## src/ratr_consts.vh

```
// register addresses, field positions, reset values and timing for the tuning registers
// assumes a 200 MHz core clock
`ifndef RATR_CONSTS_VH
`define RATR_CONSTS_VH
`define RATR_ADDR_SYNTH_FILTER 8'h31
`define RATR_ADDR_STARTUP_DELAY 8'h32
`define RATR_SFT_RESET 8'h04
`define RATR_SDT_RESET 8'h49
`define RATR_SFT_SWING_BIT 7
`define RATR_SFT_WIDEN_BIT 6
`define RATR_SFT_FAST_BIT 5
`define RATR_SFT_ICP_MSB 4
`define RATR_SFT_ICP_LSB 0
`define RATR_SDT_OSC_MSB 7
`define RATR_SDT_OSC_LSB 6
`define RATR_SDT_MID_BIT 5
`define RATR_SDT_RSV_MSB 4
`define RATR_SDT_RSV_LSB 3
`define RATR_SDT_FRAC_BIT 2
`define RATR_SDT_LOCK_MSB 1
`define RATR_SDT_LOCK_LSB 0
`define RATR_CLK_MHZ 200
`define RATR_OSC_STEP_US 256
`define RATR_LOCK_STEP_US 16
`define RATR_OSC_STEP_CYC (`RATR_OSC_STEP_US * `RATR_CLK_MHZ)
`define RATR_LOCK_STEP_CYC (`RATR_LOCK_STEP_US * `RATR_CLK_MHZ)
`define RATR_ICP_STEP_UA 15
`define RATR_PD_SHORT_PS 2100
`define RATR_PD_LONG_PS 3100
`endif

```

## src/ratr_wait_timer.v

```verilog
// one-shot wait timer: counts total_cycles_in cycles after start
// assumes start_in is a single-cycle pulse from the same clock domain
`timescale 1ns/1ps
`default_nettype none
module ratr_wait_timer #(
    parameter CNT_W = 20
) (
    input wire core_clk_in,
    input wire rst_n_in,
    input wire start_in,
    input wire [CNT_W-1:0] total_cycles_in,
    output reg done_out,
    output wire busy_out
);
    reg [CNT_W-1:0] cnt_r;
    reg busy_r;
    assign busy_out = busy_r;
    always @(posedge core_clk_in or negedge rst_n_in) begin
        if (!rst_n_in) begin
            cnt_r <= {CNT_W{1'b0}};
            busy_r <= 1'b0;
            done_out <= 1'b0;
        end else begin
            done_out <= 1'b0;
            if (start_in) begin
                cnt_r <= total_cycles_in;
                busy_r <= 1'b1;
            end else if (busy_r) begin
                if (cnt_r <= {{(CNT_W-1){1'b0}}, 1'b1}) begin
                    busy_r <= 1'b0;
                    done_out <= 1'b1;
                    cnt_r <= {CNT_W{1'b0}};
                end else begin
                    cnt_r <= cnt_r - {{(CNT_W-1){1'b0}}, 1'b1};
                end
            end
        end
    end
endmodule // ratr_wait_timer
`default_nettype wire

```

## src/ratr_tuning_regs.v

```verilog
// two byte-wide tuning registers and the settings they drive
// assumes a byte write/read port decoded by the serial control interface
`timescale 1ns/1ps
`default_nettype none
`include "ratr_consts.vh"
// How it works
// - swing-reduce bit set by device in lower band; reduces oscillator drive.
// - widen bit lengthens phase detector reset pulse 2.1 ns to 3.1 ns.
// - fast-settle bit shortens channel filter settled delay after transient.
// - charge pump code bits 4:0, reset 00100, current is code times 15 uA.
// - oscillator startup wait 256/512/768/1024 us from bits 7:6, default 512.
// - amplitude mode only: baseband filter resets to zero or midpoint.
// - fractional-mode disable bit runs synthesizer in integer mode.
// - extra lock wait 16/32/48/64 us from bits 1:0.
module ratr_tuning_regs #(
    parameter CNT_W = 20,
    parameter SETTLE_SLOW_CYC = 400,
    parameter SETTLE_FAST_CYC = 100
) (
    input wire core_clk_in,
    input wire rst_n_in,
    input wire wr_en_in,
    input wire [7:0] addr_in,
    input wire [7:0] wdata_in,
    output reg [7:0] rdata_out,
    input wire lower_band_in,
    input wire osc_ready_flag_in,
    input wire pll_lock_in,
    input wire rx_transient_in,
    input wire amplitude_mode_in,
    output wire osc_swing_reduce_out,
    output wire phase_det_reset_widen_out,
    output wire [11:0] phase_det_reset_ps_out,
    output wire channel_filter_fast_settle_out,
    output wire [4:0] charge_pump_current_code_out,
    output wire [8:0] charge_pump_current_ua_out,
    output wire fractional_mode_disable_out,
    output wire amplitude_filter_midpoint_reset_out,
    output reg bb_reset_zero_out,
    output reg bb_reset_mid_out,
    output reg channel_filter_settled_out,
    output wire osc_wait_done_out,
    output wire lock_wait_done_out,
    output wire startup_busy_out
);
    reg [7:0] synth_filter_tuning_r;
    reg [7:0] startup_delay_tuning_r;
    reg lower_band_s1_r;
    reg lower_band_s2_r;
    reg osc_rdy_s1_r;
    reg osc_rdy_s2_r;
    reg osc_rdy_d_r;
    reg lock_s1_r;
    reg lock_s2_r;
    reg lock_d_r;
    reg trans_s1_r;
    reg trans_s2_r;
    reg trans_d_r;
    reg amp_s1_r;
    reg amp_s2_r;
    reg [CNT_W-1:0] settle_cnt_r;
    wire osc_rise;
    wire lock_rise;
    wire trans_rise;
    wire osc_busy;
    wire lock_busy;
    wire [1:0] osc_code;
    wire [1:0] lock_code;
    wire [CNT_W-1:0] osc_total;
    wire [CNT_W-1:0] lock_total;

    // constants held at 32 bits so that every use below cuts them to width on purpose
    localparam [31:0] PD_LONG_W = `RATR_PD_LONG_PS;
    localparam [31:0] PD_SHORT_W = `RATR_PD_SHORT_PS;
    localparam [31:0] ICP_STEP_W = `RATR_ICP_STEP_UA;
    localparam [31:0] OSC_STEP_W = `RATR_OSC_STEP_CYC;
    localparam [31:0] LOCK_STEP_W = `RATR_LOCK_STEP_CYC;
    localparam [31:0] SETTLE_SLOW_W = SETTLE_SLOW_CYC;
    localparam [31:0] SETTLE_FAST_W = SETTLE_FAST_CYC;

    // wait length: (code + 1) steps
    function [CNT_W-1:0] ratr_steps;
        input [1:0] code;
        input [CNT_W-1:0] step;
        begin
            ratr_steps = step * ({{(CNT_W-2){1'b0}}, code} + {{(CNT_W-1){1'b0}}, 1'b1});
        end
    endfunction

    // two-flop synchronisers for pin-level inputs
    always @(posedge core_clk_in or negedge rst_n_in) begin
        if (!rst_n_in) begin
            lower_band_s1_r <= 1'b0;
            lower_band_s2_r <= 1'b0;
            osc_rdy_s1_r <= 1'b0;
            osc_rdy_s2_r <= 1'b0;
            osc_rdy_d_r <= 1'b0;
            lock_s1_r <= 1'b0;
            lock_s2_r <= 1'b0;
            lock_d_r <= 1'b0;
            trans_s1_r <= 1'b0;
            trans_s2_r <= 1'b0;
            trans_d_r <= 1'b0;
            amp_s1_r <= 1'b0;
            amp_s2_r <= 1'b0;
        end else begin
            lower_band_s1_r <= lower_band_in;
            lower_band_s2_r <= lower_band_s1_r;
            osc_rdy_s1_r <= osc_ready_flag_in;
            osc_rdy_s2_r <= osc_rdy_s1_r;
            osc_rdy_d_r <= osc_rdy_s2_r;
            lock_s1_r <= pll_lock_in;
            lock_s2_r <= lock_s1_r;
            lock_d_r <= lock_s2_r;
            trans_s1_r <= rx_transient_in;
            trans_s2_r <= trans_s1_r;
            trans_d_r <= trans_s2_r;
            amp_s1_r <= amplitude_mode_in;
            amp_s2_r <= amp_s1_r;
        end
    end

    assign osc_rise = osc_rdy_s2_r & ~osc_rdy_d_r;
    assign lock_rise = lock_s2_r & ~lock_d_r;
    assign trans_rise = trans_s2_r & ~trans_d_r;

    // register writes; hardware sets the swing bit in the lower band
    always @(posedge core_clk_in or negedge rst_n_in) begin
        if (!rst_n_in) begin
            synth_filter_tuning_r <= `RATR_SFT_RESET;
            startup_delay_tuning_r <= `RATR_SDT_RESET;
        end else begin
            if (wr_en_in && addr_in == `RATR_ADDR_SYNTH_FILTER) begin
                synth_filter_tuning_r <= wdata_in;
            end
            if (wr_en_in && addr_in == `RATR_ADDR_STARTUP_DELAY) begin
                startup_delay_tuning_r <= wdata_in;
            end
            if (lower_band_s2_r) begin
                synth_filter_tuning_r[`RATR_SFT_SWING_BIT] <= 1'b1;
            end
        end
    end

    always @* begin
        case (addr_in)
            `RATR_ADDR_SYNTH_FILTER: rdata_out = synth_filter_tuning_r;
            `RATR_ADDR_STARTUP_DELAY: rdata_out = startup_delay_tuning_r;
            default: rdata_out = 8'h00;
        endcase
    end

    assign osc_swing_reduce_out = synth_filter_tuning_r[`RATR_SFT_SWING_BIT];
    assign phase_det_reset_widen_out = synth_filter_tuning_r[`RATR_SFT_WIDEN_BIT];
    assign phase_det_reset_ps_out = phase_det_reset_widen_out ? PD_LONG_W[11:0]
                                                              : PD_SHORT_W[11:0];
    assign channel_filter_fast_settle_out = synth_filter_tuning_r[`RATR_SFT_FAST_BIT];
    assign charge_pump_current_code_out =
        synth_filter_tuning_r[`RATR_SFT_ICP_MSB:`RATR_SFT_ICP_LSB];
    assign charge_pump_current_ua_out =
        {4'h0, charge_pump_current_code_out} * ICP_STEP_W[8:0];
    assign fractional_mode_disable_out = startup_delay_tuning_r[`RATR_SDT_FRAC_BIT];
    assign amplitude_filter_midpoint_reset_out = startup_delay_tuning_r[`RATR_SDT_MID_BIT];

    always @(posedge core_clk_in or negedge rst_n_in) begin
        if (!rst_n_in) begin
            settle_cnt_r <= {CNT_W{1'b0}};
            channel_filter_settled_out <= 1'b1;
        end else if (trans_rise) begin
            settle_cnt_r <= channel_filter_fast_settle_out ? SETTLE_FAST_W[CNT_W-1:0]
                                                           : SETTLE_SLOW_W[CNT_W-1:0];
            channel_filter_settled_out <= 1'b0;
        end else if (settle_cnt_r != {CNT_W{1'b0}}) begin
            settle_cnt_r <= settle_cnt_r - {{(CNT_W-1){1'b0}}, 1'b1};
            channel_filter_settled_out <= (settle_cnt_r == {{(CNT_W-1){1'b0}}, 1'b1});
        end
    end

    always @(posedge core_clk_in or negedge rst_n_in) begin
        if (!rst_n_in) begin
            bb_reset_zero_out <= 1'b0;
            bb_reset_mid_out <= 1'b0;
        end else begin
            bb_reset_zero_out <= trans_rise & amp_s2_r & ~amplitude_filter_midpoint_reset_out;
            bb_reset_mid_out <= trans_rise & amp_s2_r & amplitude_filter_midpoint_reset_out;
        end
    end

    assign osc_code = startup_delay_tuning_r[`RATR_SDT_OSC_MSB:`RATR_SDT_OSC_LSB];
    assign osc_total = ratr_steps(osc_code, OSC_STEP_W[CNT_W-1:0]);
    assign lock_code = startup_delay_tuning_r[`RATR_SDT_LOCK_MSB:`RATR_SDT_LOCK_LSB];
    assign lock_total = ratr_steps(lock_code, LOCK_STEP_W[CNT_W-1:0]);

    ratr_wait_timer #(.CNT_W(CNT_W)) u_osc_wait (
        .core_clk_in(core_clk_in),
        .rst_n_in(rst_n_in),
        .start_in(osc_rise),
        .total_cycles_in(osc_total),
        .done_out(osc_wait_done_out),
        .busy_out(osc_busy)
    );

    ratr_wait_timer #(.CNT_W(CNT_W)) u_lock_wait (
        .core_clk_in(core_clk_in),
        .rst_n_in(rst_n_in),
        .start_in(lock_rise),
        .total_cycles_in(lock_total),
        .done_out(lock_wait_done_out),
        .busy_out(lock_busy)
    );

    assign startup_busy_out = osc_busy | lock_busy;
endmodule // ratr_tuning_regs
`default_nettype wire

```

## config.mk

```make
export PLATFORM = sky130hd
export DESIGN_NAME = ratr_tuning_regs
export DESIGN_NICKNAME = d
export VERILOG_FILES = /design/src/ratr_wait_timer.v /design/src/ratr_tuning_regs.v
export VERILOG_INCLUDE_DIRS = /design/src
export SDC_FILE = /design/constraint.sdc
export NUM_CORES = 1
export LEC_CHECK = 0
export BUFFER_PORTS_ARGS = -buffer_cell sky130_fd_sc_hd__buf_2
export CORE_UTILIZATION = 59
export DETAILED_ROUTE_END_ITERATION = 10
export PLACE_DENSITY_LB_ADDON = 0.1
export SETUP_SLACK_MARGIN = 0.05
export SYNTH_ARGS = -nofsm -noshare
export SYNTH_HDL_FRONTEND = slang
export SYNTH_SLANG_ARGS = --single-unit
export TNS_END_PERCENT = 100
```

## constraint.sdc

```tcl
create_clock -name core_clk_in -period 3.8 [get_ports core_clk_in]
set_clock_uncertainty 0.1 [all_clocks]
set_input_delay 0.57 -clock core_clk_in [delete_from_list [all_inputs] [get_ports core_clk_in]]
set_output_delay 0.57 -clock core_clk_in [all_outputs]
set_load 0.1 [all_outputs]
```

==> results of run 1 <==
sequential cells by signal, summed over array words and instances (netlist names), 8 cells and up:
signal	cells
settle_cnt_r	20
u_lock_wait.cnt_r	20
u_osc_wait.cnt_r	20
synth_filter_tuning_r	8
startup_delay_tuning_r	8
what timing repair did:
item	in CTS	in global routing
buffers inserted	5	6
endpoints found under the hold margin	0	0
cloned	0	0
gates resized for setup	16	7
pin swaps	13	7
hold buffers	0	0
setup endpoints to repair	5	5
path summary, 6_finish.rpt:
path / end / slack, ns / start
hold reg to reg: trans_s2_r / 0.26 / trans_s1_r
max in group asynchronous: settle_cnt_r[6] / 2.65 / rst_n_in
setup reg to reg: settle_cnt_r[10] / 1.02 / settle_cnt_r[0]
min in group core_clk_in: lock_s1_r / 0.20 / pll_lock_in
hold / removal: u_lock_wait.cnt_r[2] / 0.16 / rst_n_in
setup / recovery: charge_pump_current_ua_out[8] / -0.35 / synth_filter_tuning_r[2]
power by group:
part	switching, mW	internal [mW]
logic	0.591	0.364
registers	0.191	1.17
clock network	0.382	0.309
total	1.16	1.85
worst max-delay path, cell delays in order, from the launching register on:
cell and delay [ns]:
dfstp_4 0.68, fa_1 0.48, fa_1 0.56, inv_1 0.08, fa_2 0.39, nor2b_4 0.12, o21ai_2 0.07, a21boi_2 0.18
buf_4 0.14, o211ai_1 0.13, nand3_4 0.12, buf_12 0.17
logic make-up (layout without fill, tap and decap cells):
logic type,count (synthesis),after routing,share of synthesized area
xor+xnor,15,15,0.02381
flops,96,96,0.4366
compound gates,145,145,0.1765
fa+ha+maj,33,33,0.08437
mux,16,16,0.03266
buf+inv,65,133,0.05534
simple gates,192,192,0.1894
other cells,2,9,0.001361
stage by stage:
step / std cells / hold slack (ns)
floorplan: 571 / 0.1744
finish: 747 / 0.1620
detailed placement: 720 / 0.2355
global placement: 720 / 0.2330
global route: 747 / 0.1805
CTS: 741 / 0.1846
synthesized netlist by cell type (5+ instances only):
cell / number
dfrtp_1: 91
nor2_1: 49
inv_1: 35
nand2_1: 35
a21oi_1: 28
o21ai_0: 28
ha_1: 26
a31oi_1: 18
nor3_1: 18
mux2_2: 16
nor4_1: 15
clkbuf_1: 13
buf_4: 12
nand3_1: 12
or4_1: 11
or3_1: 10
xnor2_1: 10
a22o_1: 9
nand2b_1: 9
a21o_1: 8
fa_1: 7
o22ai_1: 7
a211oi_1: 6
nand4_1: 6
o211ai_1: 6
o31ai_1: 6
dfstp_2: 5
nor2b_1: 5
xor2_1: 5
final cells by class:
class	count	area [um^2]	share of cell area
clock buffers	9	123.9	0.01927
clock inverters	7	77.57	0.01207
inverters	35	136.4	0.02121
multi-input cells	410	2969	0.4619
flip-flops and latches	96	2420	0.3764
well taps	108	135.1	0.02102
repair buffers	82	566.8	0.08817
per-layer routing:
layer	GRT usage	up-vias	share of wire
met5	0	-	0
met4	0.1114	0	0.024
met3	0.05106	31	0.053
met2	0.4328	156	0.48
met1	0.3588	2238	0.44
li1	-	2185	-
==> results.md, run 1 <==
- Status: complete, but fails checks
- Failing checks: negative setup slack
- Fmax: 240.8 MHz
- Initial Utilization: 0.6205
- Share of layout cells above drive strength 1: 0.2441
- Core area: 8891 um^2
- Post-route ant nets: 0
- Proportion of netlist area held by the largest area contributor: 0.4128
- Ys Warns: 0
- Fill cells: 665
- DRC Markers: 0
- Post-Route WL: roughly 13,000 um
- Final hold vios: 0
- Pre-CTS setup slack: -0.002274 ns
- Relative slew slack: 0.1981
- Leakage: 2.953 nW
- Num ports: 69
- Area contributors post-synth: dfrtp_1, ha_1, nor2_1
- Max VDD drop: 0.3340 mV
- Die Y: between 90 and 100 um
- Worst Path Arrival: 3.48 ns
- GR Overflow Total: 0
- Setup TNS: -1.142 ns
- Seq/Total Area, Yosys: 0.4366
- Drt pass-1 iters: 5
- Critical Path Sink Type: primary output
- Largest net degree at the start of global routing: 60
- Gr usage total: 0.2684
- Synthesis-stage register bit count: 96
- Netlist cell types: 64
- DP Area: 6042 um^2
- Worst-path clk slew: approximately 0.10 ns
- Synthesized area per cell: 9.781 um^2
- Root Buffer: clkbuf_8
- CTS max path bufs: 2
- Total of max-cap violations: 0
- Worst Setup Slack, final: -0.3526 ns
- Vias per cell: 6.171
- First-pass GRT wire length: 20,800 um
- HPWL Detailed: roughly 8500 um
- Commonest cells after routing, fill and taps aside: dfrtp_1, buf_2, nor2_1
- Final period util: 1.093
- Min-delay worst type: input port to async pin
- Pins Over Slew Limit: 0
- Final instance area: 6429 um^2
- H-Tree Depth: 3
- Die X: 98.70 um
- Port bufs: 59
- Final count of negative-setup-slack endpoints: 4
- Antenna violations before repair: 0
- Vias in the first global route: 4,405
- TritonCTS Buffers: 9
- Worst-Margin Slew: 1.200 ns
- Worst r2r path cells: 7
- DR vias: 4,610
- Layout Utilization: 0.7231
- Cell accounting for the most synthesized area: dfrtp_1
- Synthesized cell area: 5517 um^2
- ANT cells: 0
- Area delta synth->final: 16.53%
- Cells after Synth: ~560
- Primary FF master, synth: dfrtp_1
- Critical Path Source Type: flop
- Die area: 9741 um^2
- # nets final: just under 700
- FP Rows: 34
- Commonest non-fill, non-tap cell in the layout: dfrtp_1
- Clock Latency Late Sink: 0.37 ns
- CP required: 3.13 ns
- CP Class: flop to primary output
- CTS tree: done
- CP max FO: 4
- Post-synth EDFFs: 0
- Power per cell area: ~470 nW/um^2
- CTS sink cnt: 96
- Fin crit period: 4.153 ns
- Iter 0 DRT Violations: ~210
- Power after layout: 3.010 mW
- RSZ-0062 raised after global routing: yes
- Final Wtd Congestion: 0.8411
- Async S/R FF share, synth: 1.000
- Average wire per standard cell: 16.86 um
Note: power is estimated with default switching activity, not from simulation.
==> inputs of run 2 (changes only) <==
--- a/config.mk
+++ b/config.mk
@@ -10,7 +10,7 @@
 export CORE_UTILIZATION = 59
 export DETAILED_ROUTE_END_ITERATION = 10
 export PLACE_DENSITY_LB_ADDON = 0.1
-export SETUP_SLACK_MARGIN = 0.05
+export SETUP_SLACK_MARGIN = 0.2
 export SYNTH_ARGS = -nofsm -noshare
 export SYNTH_HDL_FRONTEND = slang
 export SYNTH_SLANG_ARGS = --single-unit
==> constraint.sdc (replaced) <==
create_clock -name core_clk_in -period 3.8 [get_ports core_clk_in]
set_clock_uncertainty 0.1 [all_clocks]
set_input_delay 0.76 -clock core_clk_in [delete_from_list [all_inputs] [get_ports core_clk_in]]
set_output_delay 0.76 -clock core_clk_in [all_outputs]
set_load 0.1 [all_outputs]
==> results.md, run 2 (synthesized netlist as in run 1, its figures left out) <==
- Average wire per standard cell: 16.16 um
- Setup TNS: -1.186 ns
- Critical Path Source Type: flop
- Max VDD drop: 0.3071 mV
- Clock share of power: 0.229
- CTS tree: done
- Core area: 8891 um^2
- Area delta synth->final: 15.74%
- Relative slew slack: 0.2472
- Leakage: 2.938 nW
- Sequential Power Share: 0.456
- Non-Filler Instances: around 740
- First-pass GRT wire length: 20,750 um
- Vias per cell: 6.124
- Root Buffer: clkbuf_8
- Largest regs: settle_cnt_r x20, u_lock_wait.cnt_r x20, u_osc_wait.cnt_r x20
- Dpl cells: approximately 720
- Worst Setup Slack, final: -0.3923 ns
- Commonest cells after routing, fill and taps aside: dfrtp_1, buf_2, nor2_1
- Largest net degree at the start of global routing: between 40 and 50
- WHS: 0.2557 ns
- CP max FO: 2
- Final instance area: approximately 6400 um^2
- Final period util: 1.103
- Combinational group share of total power: 0.315
- Gr usage total: 0.2652
- Critical Path Sink Type: primary output
- DR vias: between 4,000 and 5,000
- Iter 0 DRT Violations: 296
- ANT cells: 0
- Final count of negative-setup-slack endpoints: 5
- Drt pass-1 iters: 5
- Reg2Reg Setup Slack: roughly 0.78 ns
- Worst-Margin Slew: 1.124 ns
- Num ports: just under 70
- TritonCTS Buffers: 9
- DRC Markers: 0
- Post-route ant nets: 0
- Final Wtd Congestion: 0.8614
- Min-delay worst type: flop to flop
- Worst-path clk slew: 0.09 ns
- DP Area: 6127 um^2
- # nets final: 687
- Port bufs: 59
- CTS max path bufs: 2
- Power per cell area: roughly 470 nW/um^2
- Status: complete, but fails checks
- H-Tree Depth: 3
- Die X: just under 100 um
- HPWL Detailed: 8648 um
- Sw Ratio: 0.3798
- Total of max-cap violations: 0
- Fin crit period: about 4.2 ns
- Switch Pwr: between 1 and 1.5 mW
- Initial Utilization: 0.6205
- Pins Over Slew Limit: 0
- Die Y: 98.70 um
- Die area: 9741 um^2
- Power after layout: 2.999 mW
- Antenna violations before repair: 0
- FP Rows: 34
- CP Class: flop to primary output
- CTS sink cnt: 96
- Failing checks: negative setup slack
- Int Power: 1.860 mW
- RSZ-0062 raised after global routing: yes
- Worst Path Arrival: approximately 3.3 ns
- GR Overflow Total: 0
- Vias in the first global route: 4,482
- Final hold vios: 0
- Fmax: 238.5 MHz
- CP required: 2.94 ns
- Clock Latency Late Sink: 0.35 ns
- Share of layout cells above drive strength 1: 0.2409
- Commonest non-fill, non-tap cell in the layout: dfrtp_1
- Post-Route WL: 12,010 um
## run 2: what timing repair did
| action | 4_1_cts | 5_1_grt |
|---|---|---|
| hold buffers | 0 | 0 |
| pin swaps | 11 | 5 |
| buffers inserted | 2 | 1 |
| setup endpoints to repair | 6 | 6 |
| endpoints found under the hold margin | 0 | 0 |
| resized for setup | 5 | 3 |
## run 2: layout make-up
| cell class | count | area [um^2] |
|---|---|---|
| Sequential cell | 96 | 2420 |
| Clock buffer | 11 | 141.4 |
| Fill cell | 647 | 2506 |
| Multi-Input combinational cell | 410 | 2948 |
| Inverter | 35 | 137.6 |
| Timing Repair Buffer | 78 | 538.0 |
| Tap cell | 108 | 135.1 |
| Clock inverter | 5 | 65.06 |
## run 2: final timing paths
| kind | startpoint | end | depth (start not counted) |
|---|---|---|---|
| setup reg to reg | u_osc_wait.cnt_r[4] | u_osc_wait.cnt_r[11] | 5 |
| min in group asynchronous | rst_n_in | u_lock_wait.cnt_r[16] | 1 |
| max in group asynchronous | rst_n_in | u_osc_wait.cnt_r[13] | 2 |
| hold reg to reg | trans_s1_r | trans_s2_r | 0 |
| setup / recovery | synth_filter_tuning_r[2] | charge_pump_current_ua_out[8] | 11 |
| hold / removal | trans_s1_r | trans_s2_r | 0 |
## run 2: per-stage QoR
| stage | util | setup slack [ns] |
|---|---|---|
| floorplan | - | -0.3558 |
| global placement | 0.6891 | -0.06201 |
| detailed placement | 0.6891 | -0.1174 |
| CTS | 0.7166 | -0.4247 |
| global route | 0.7181 | -0.4912 |
| finish | 0.7181 | -0.3923 |
## run 2: per-layer routing
layer | wire length, um | vias up | track usage
met4 | 257 | 0 | 0.09644
met1 | 5310 | 2211 | 0.3463
li1 | - | 2181 | -
met2 | 5930 | 136 | 0.4518
met3 | 509 | 22 | 0.04043
met5 | 0 | - | 0
## run 2: power groups by stage
stage          Clock, mW  Sequential [mW]  Combinational (mW)
2_1_floorplan          0             1.37               0.704
3_3_place_gp           0             1.37               0.900
3_5_place_dp           0             1.38               0.931
4_1_cts            0.702             1.36               0.945
5_1_grt            0.744             1.39                1.04
6_report           0.686             1.37               0.945
## run 2: critical path, stage by stage (launching register included)
cell and delay [ns]:
dfstp_4 0.64, inv_4 0.03, fa_1 0.45, fa_1 0.51, inv_2 0.05, ha_4 0.23, nor2b_2 0.15, o21ai_2 0.15
a21boi_2 0.08, or4_4 0.43, nand3_4 0.10, buf_12 0.17
==> inputs of run 3 (changes only) <==
--- a/config.mk
+++ b/config.mk
@@ -9,7 +9,7 @@
 export BUFFER_PORTS_ARGS = -buffer_cell sky130_fd_sc_hd__buf_2
 export CORE_UTILIZATION = 59
 export DETAILED_ROUTE_END_ITERATION = 10
-export PLACE_DENSITY_LB_ADDON = 0.1
+export PLACE_DENSITY = 0.78
 export SETUP_SLACK_MARGIN = 0.2
 export SYNTH_ARGS = -nofsm -noshare
 export SYNTH_HDL_FRONTEND = slang
==> results.md, run 3 (synthesized netlist as in run 1, its figures left out) <==
- Status: complete, but fails checks
- Failing checks: negative setup slack
- Drt pass-1 iters: 5
- TritonCTS Buffers: 9
- Final Wtd Congestion: 0.8815
- Power after layout: about 3.0 mW
- Worst Setup Slack, final: -0.4172 ns
- Leakage: ~3 nW
- Iter 0 DRT Violations: 244
- CTS max path bufs: 2
- Worst-Margin Slew: between 0.8 and 0.9 ns
- Final hold vios: 0
- WHS: around 0.26 ns
- CTS sink cnt: 96
- CP Class: flop to primary output
- Post-CTS Hold Buffers: 0
- Worst-path cell chain: inv_4 -> fa_1 -> fa_1 -> inv_2 -> ha_4 -> nor2b_4 -> o21ai_4 -> a21boi_2 -> or4_4 -> nand3_4 -> buf_12
- Reg2Reg Setup Slack: 0.89 ns
- Multi-input logic area: 2973 um^2
- Clock Latency Late Sink: around 0.35 ns
- Antenna violations before repair: 1
- Gr usage total: 0.2748
- CP max FO: 4
- Vias in the first global route: 4,537
- First-pass GRT wire length: 21,440 um
- Commonest cells after routing, fill and taps aside: dfrtp_1, buf_2, nor2_1
- CP required: 2.94 ns
- Die Y: 98.70 um
- Root Buffer: clkbuf_8
- # nets final: around 700
- Worst Path Arrival: 3.36 ns
- Dpl cells: between 700 and 800
- Critical Path Source Type: flop
- Final instance area: 6482 um^2
- Crit path largest cell delay: 0.65 ns
- Fin crit period: 4.217 ns
- GR Overflow Total: 0
- Initial Utilization: 0.6205
- Buf/Inv on CP: 3
- Post-route ant nets: 0
- HPWL Detailed: 8852 um
- Worst-path clk slew: 0.09 ns
- Die X: around 99 um
- CP dominant cell by count: fa_1
- Largest net degree at the start of global routing: 57
- Share of layout cells above drive strength 1: 0.2516
- DR vias: approximately 4,600
- Fill cells: ~630
- Final period util: 1.110
- Relative slew slack: 0.3989
- Post-Route WL: approximately 12,000 um
- CTS tree: done
- H-Tree Depth: 3
- RSZ-0062 raised after global routing: yes
- Min-delay worst type: flop to flop
- Vias per cell: 6.138
- Crit path max-delay cell type: dfstp_4
- Average wire per standard cell: 16.53 um
- Port bufs: 59
- Non-Filler Instances: 749
- Final count of negative-setup-slack endpoints: 5
- Fmax: 237.1 MHz
- Area delta synth->final: 17.51%
- DP Area: 6180 um^2
- Total of max-cap violations: 0
- Largest regs: settle_cnt_r x20, u_lock_wait.cnt_r x20, u_osc_wait.cnt_r x20
- Pins Over Slew Limit: 0
- Max VDD drop: 0.3435 mV
- DRC Markers: 0
- Die area: between 9000 and 10,000 um^2
- Commonest non-fill, non-tap cell in the layout: dfrtp_1
- FP Rows: 34
- Crit-path leading delay family: adder cells
- Core area: 8891 um^2
- Power per cell area: 461.7 nW/um^2
- Seq. cell area: 2420 um^2
- Num ports: 69
- Critical Path Sink Type: primary output
run 3: area by class of cell:
cell class	instances	share of cell area
timing repair buffer	83	0.09573
clock buffer	9	0.01911
inverter	35	0.02123
clock inverter	7	0.01081
sequential	96	0.3733
tap	108	0.02085
antenna	1	0.0003860
multi-input combinational	410	0.4586
run 3: worst reg2reg max path, stage by stage, from the launching register on:
cell and delay (ns):
dfrtp_1 0.44, inv_1 0.07, ha_1 0.24, nor4b_1 0.72, nand2_1 0.32, a2111oi_0 0.68
xnor2_1 0.19, nor2_1 0.05
run 3: report_power, final:
part	internal [mW]	switching, mW	leakage [nW]
combinational	0.362	0.599	1.68
sequential	1.17	0.193	1.19
clock	0.306	0.359	0.0998
total	1.84	1.15	2.97
run 3: worst paths after layout:
| path | depth (start not counted) | endpoint | startpoint |
|---|---|---|---|
| worst max-delay path | 11 | charge_pump_current_ua_out[8] | synth_filter_tuning_r[2] |
| worst min-delay path | 0 | osc_rdy_s2_r | osc_rdy_s1_r |
| worst max register to register | 7 | settle_cnt_r[10] | settle_cnt_r[0] |
| worst min register to register | 0 | osc_rdy_s2_r | osc_rdy_s1_r |
| max in group asynchronous | 2 | u_osc_wait.cnt_r[10] | rst_n_in |
| min in group asynchronous | 1 | u_lock_wait.cnt_r[16] | rst_n_in |
run 3: metrics by stage:
| step | setup slack, ns | utilization | TNS [ns] |
|---|---|---|---|
| after global routing | -0.5415 | 0.7291 | -1.823 |
| final | -0.4172 | 0.7291 | -1.277 |
| after global placement | -0.1017 | 0.6950 | -0.1402 |
| after CTS | -0.4247 | 0.7252 | -1.039 |
| after detailed placement | -0.1821 | 0.6950 | -0.3233 |
| after floorplan | -0.3558 | - | -0.9769 |
run 3: timing repair:
action	in CTS	in global routing
setup buffers	3	2
resized for setup	12	5
endpoints found under the setup margin	6	6
pin swaps	10	2
run 3: routing by layer:
| layer | share of wire | GRT usage |
|---|---|---|
| met1 | 0.44 | 0.3598 |
| met3 | 0.043 | 0.03617 |
| met4 | 0.019 | 0.08266 |
| met2 | 0.50 | 0.4794 |
| met5 | 0 | 0 |
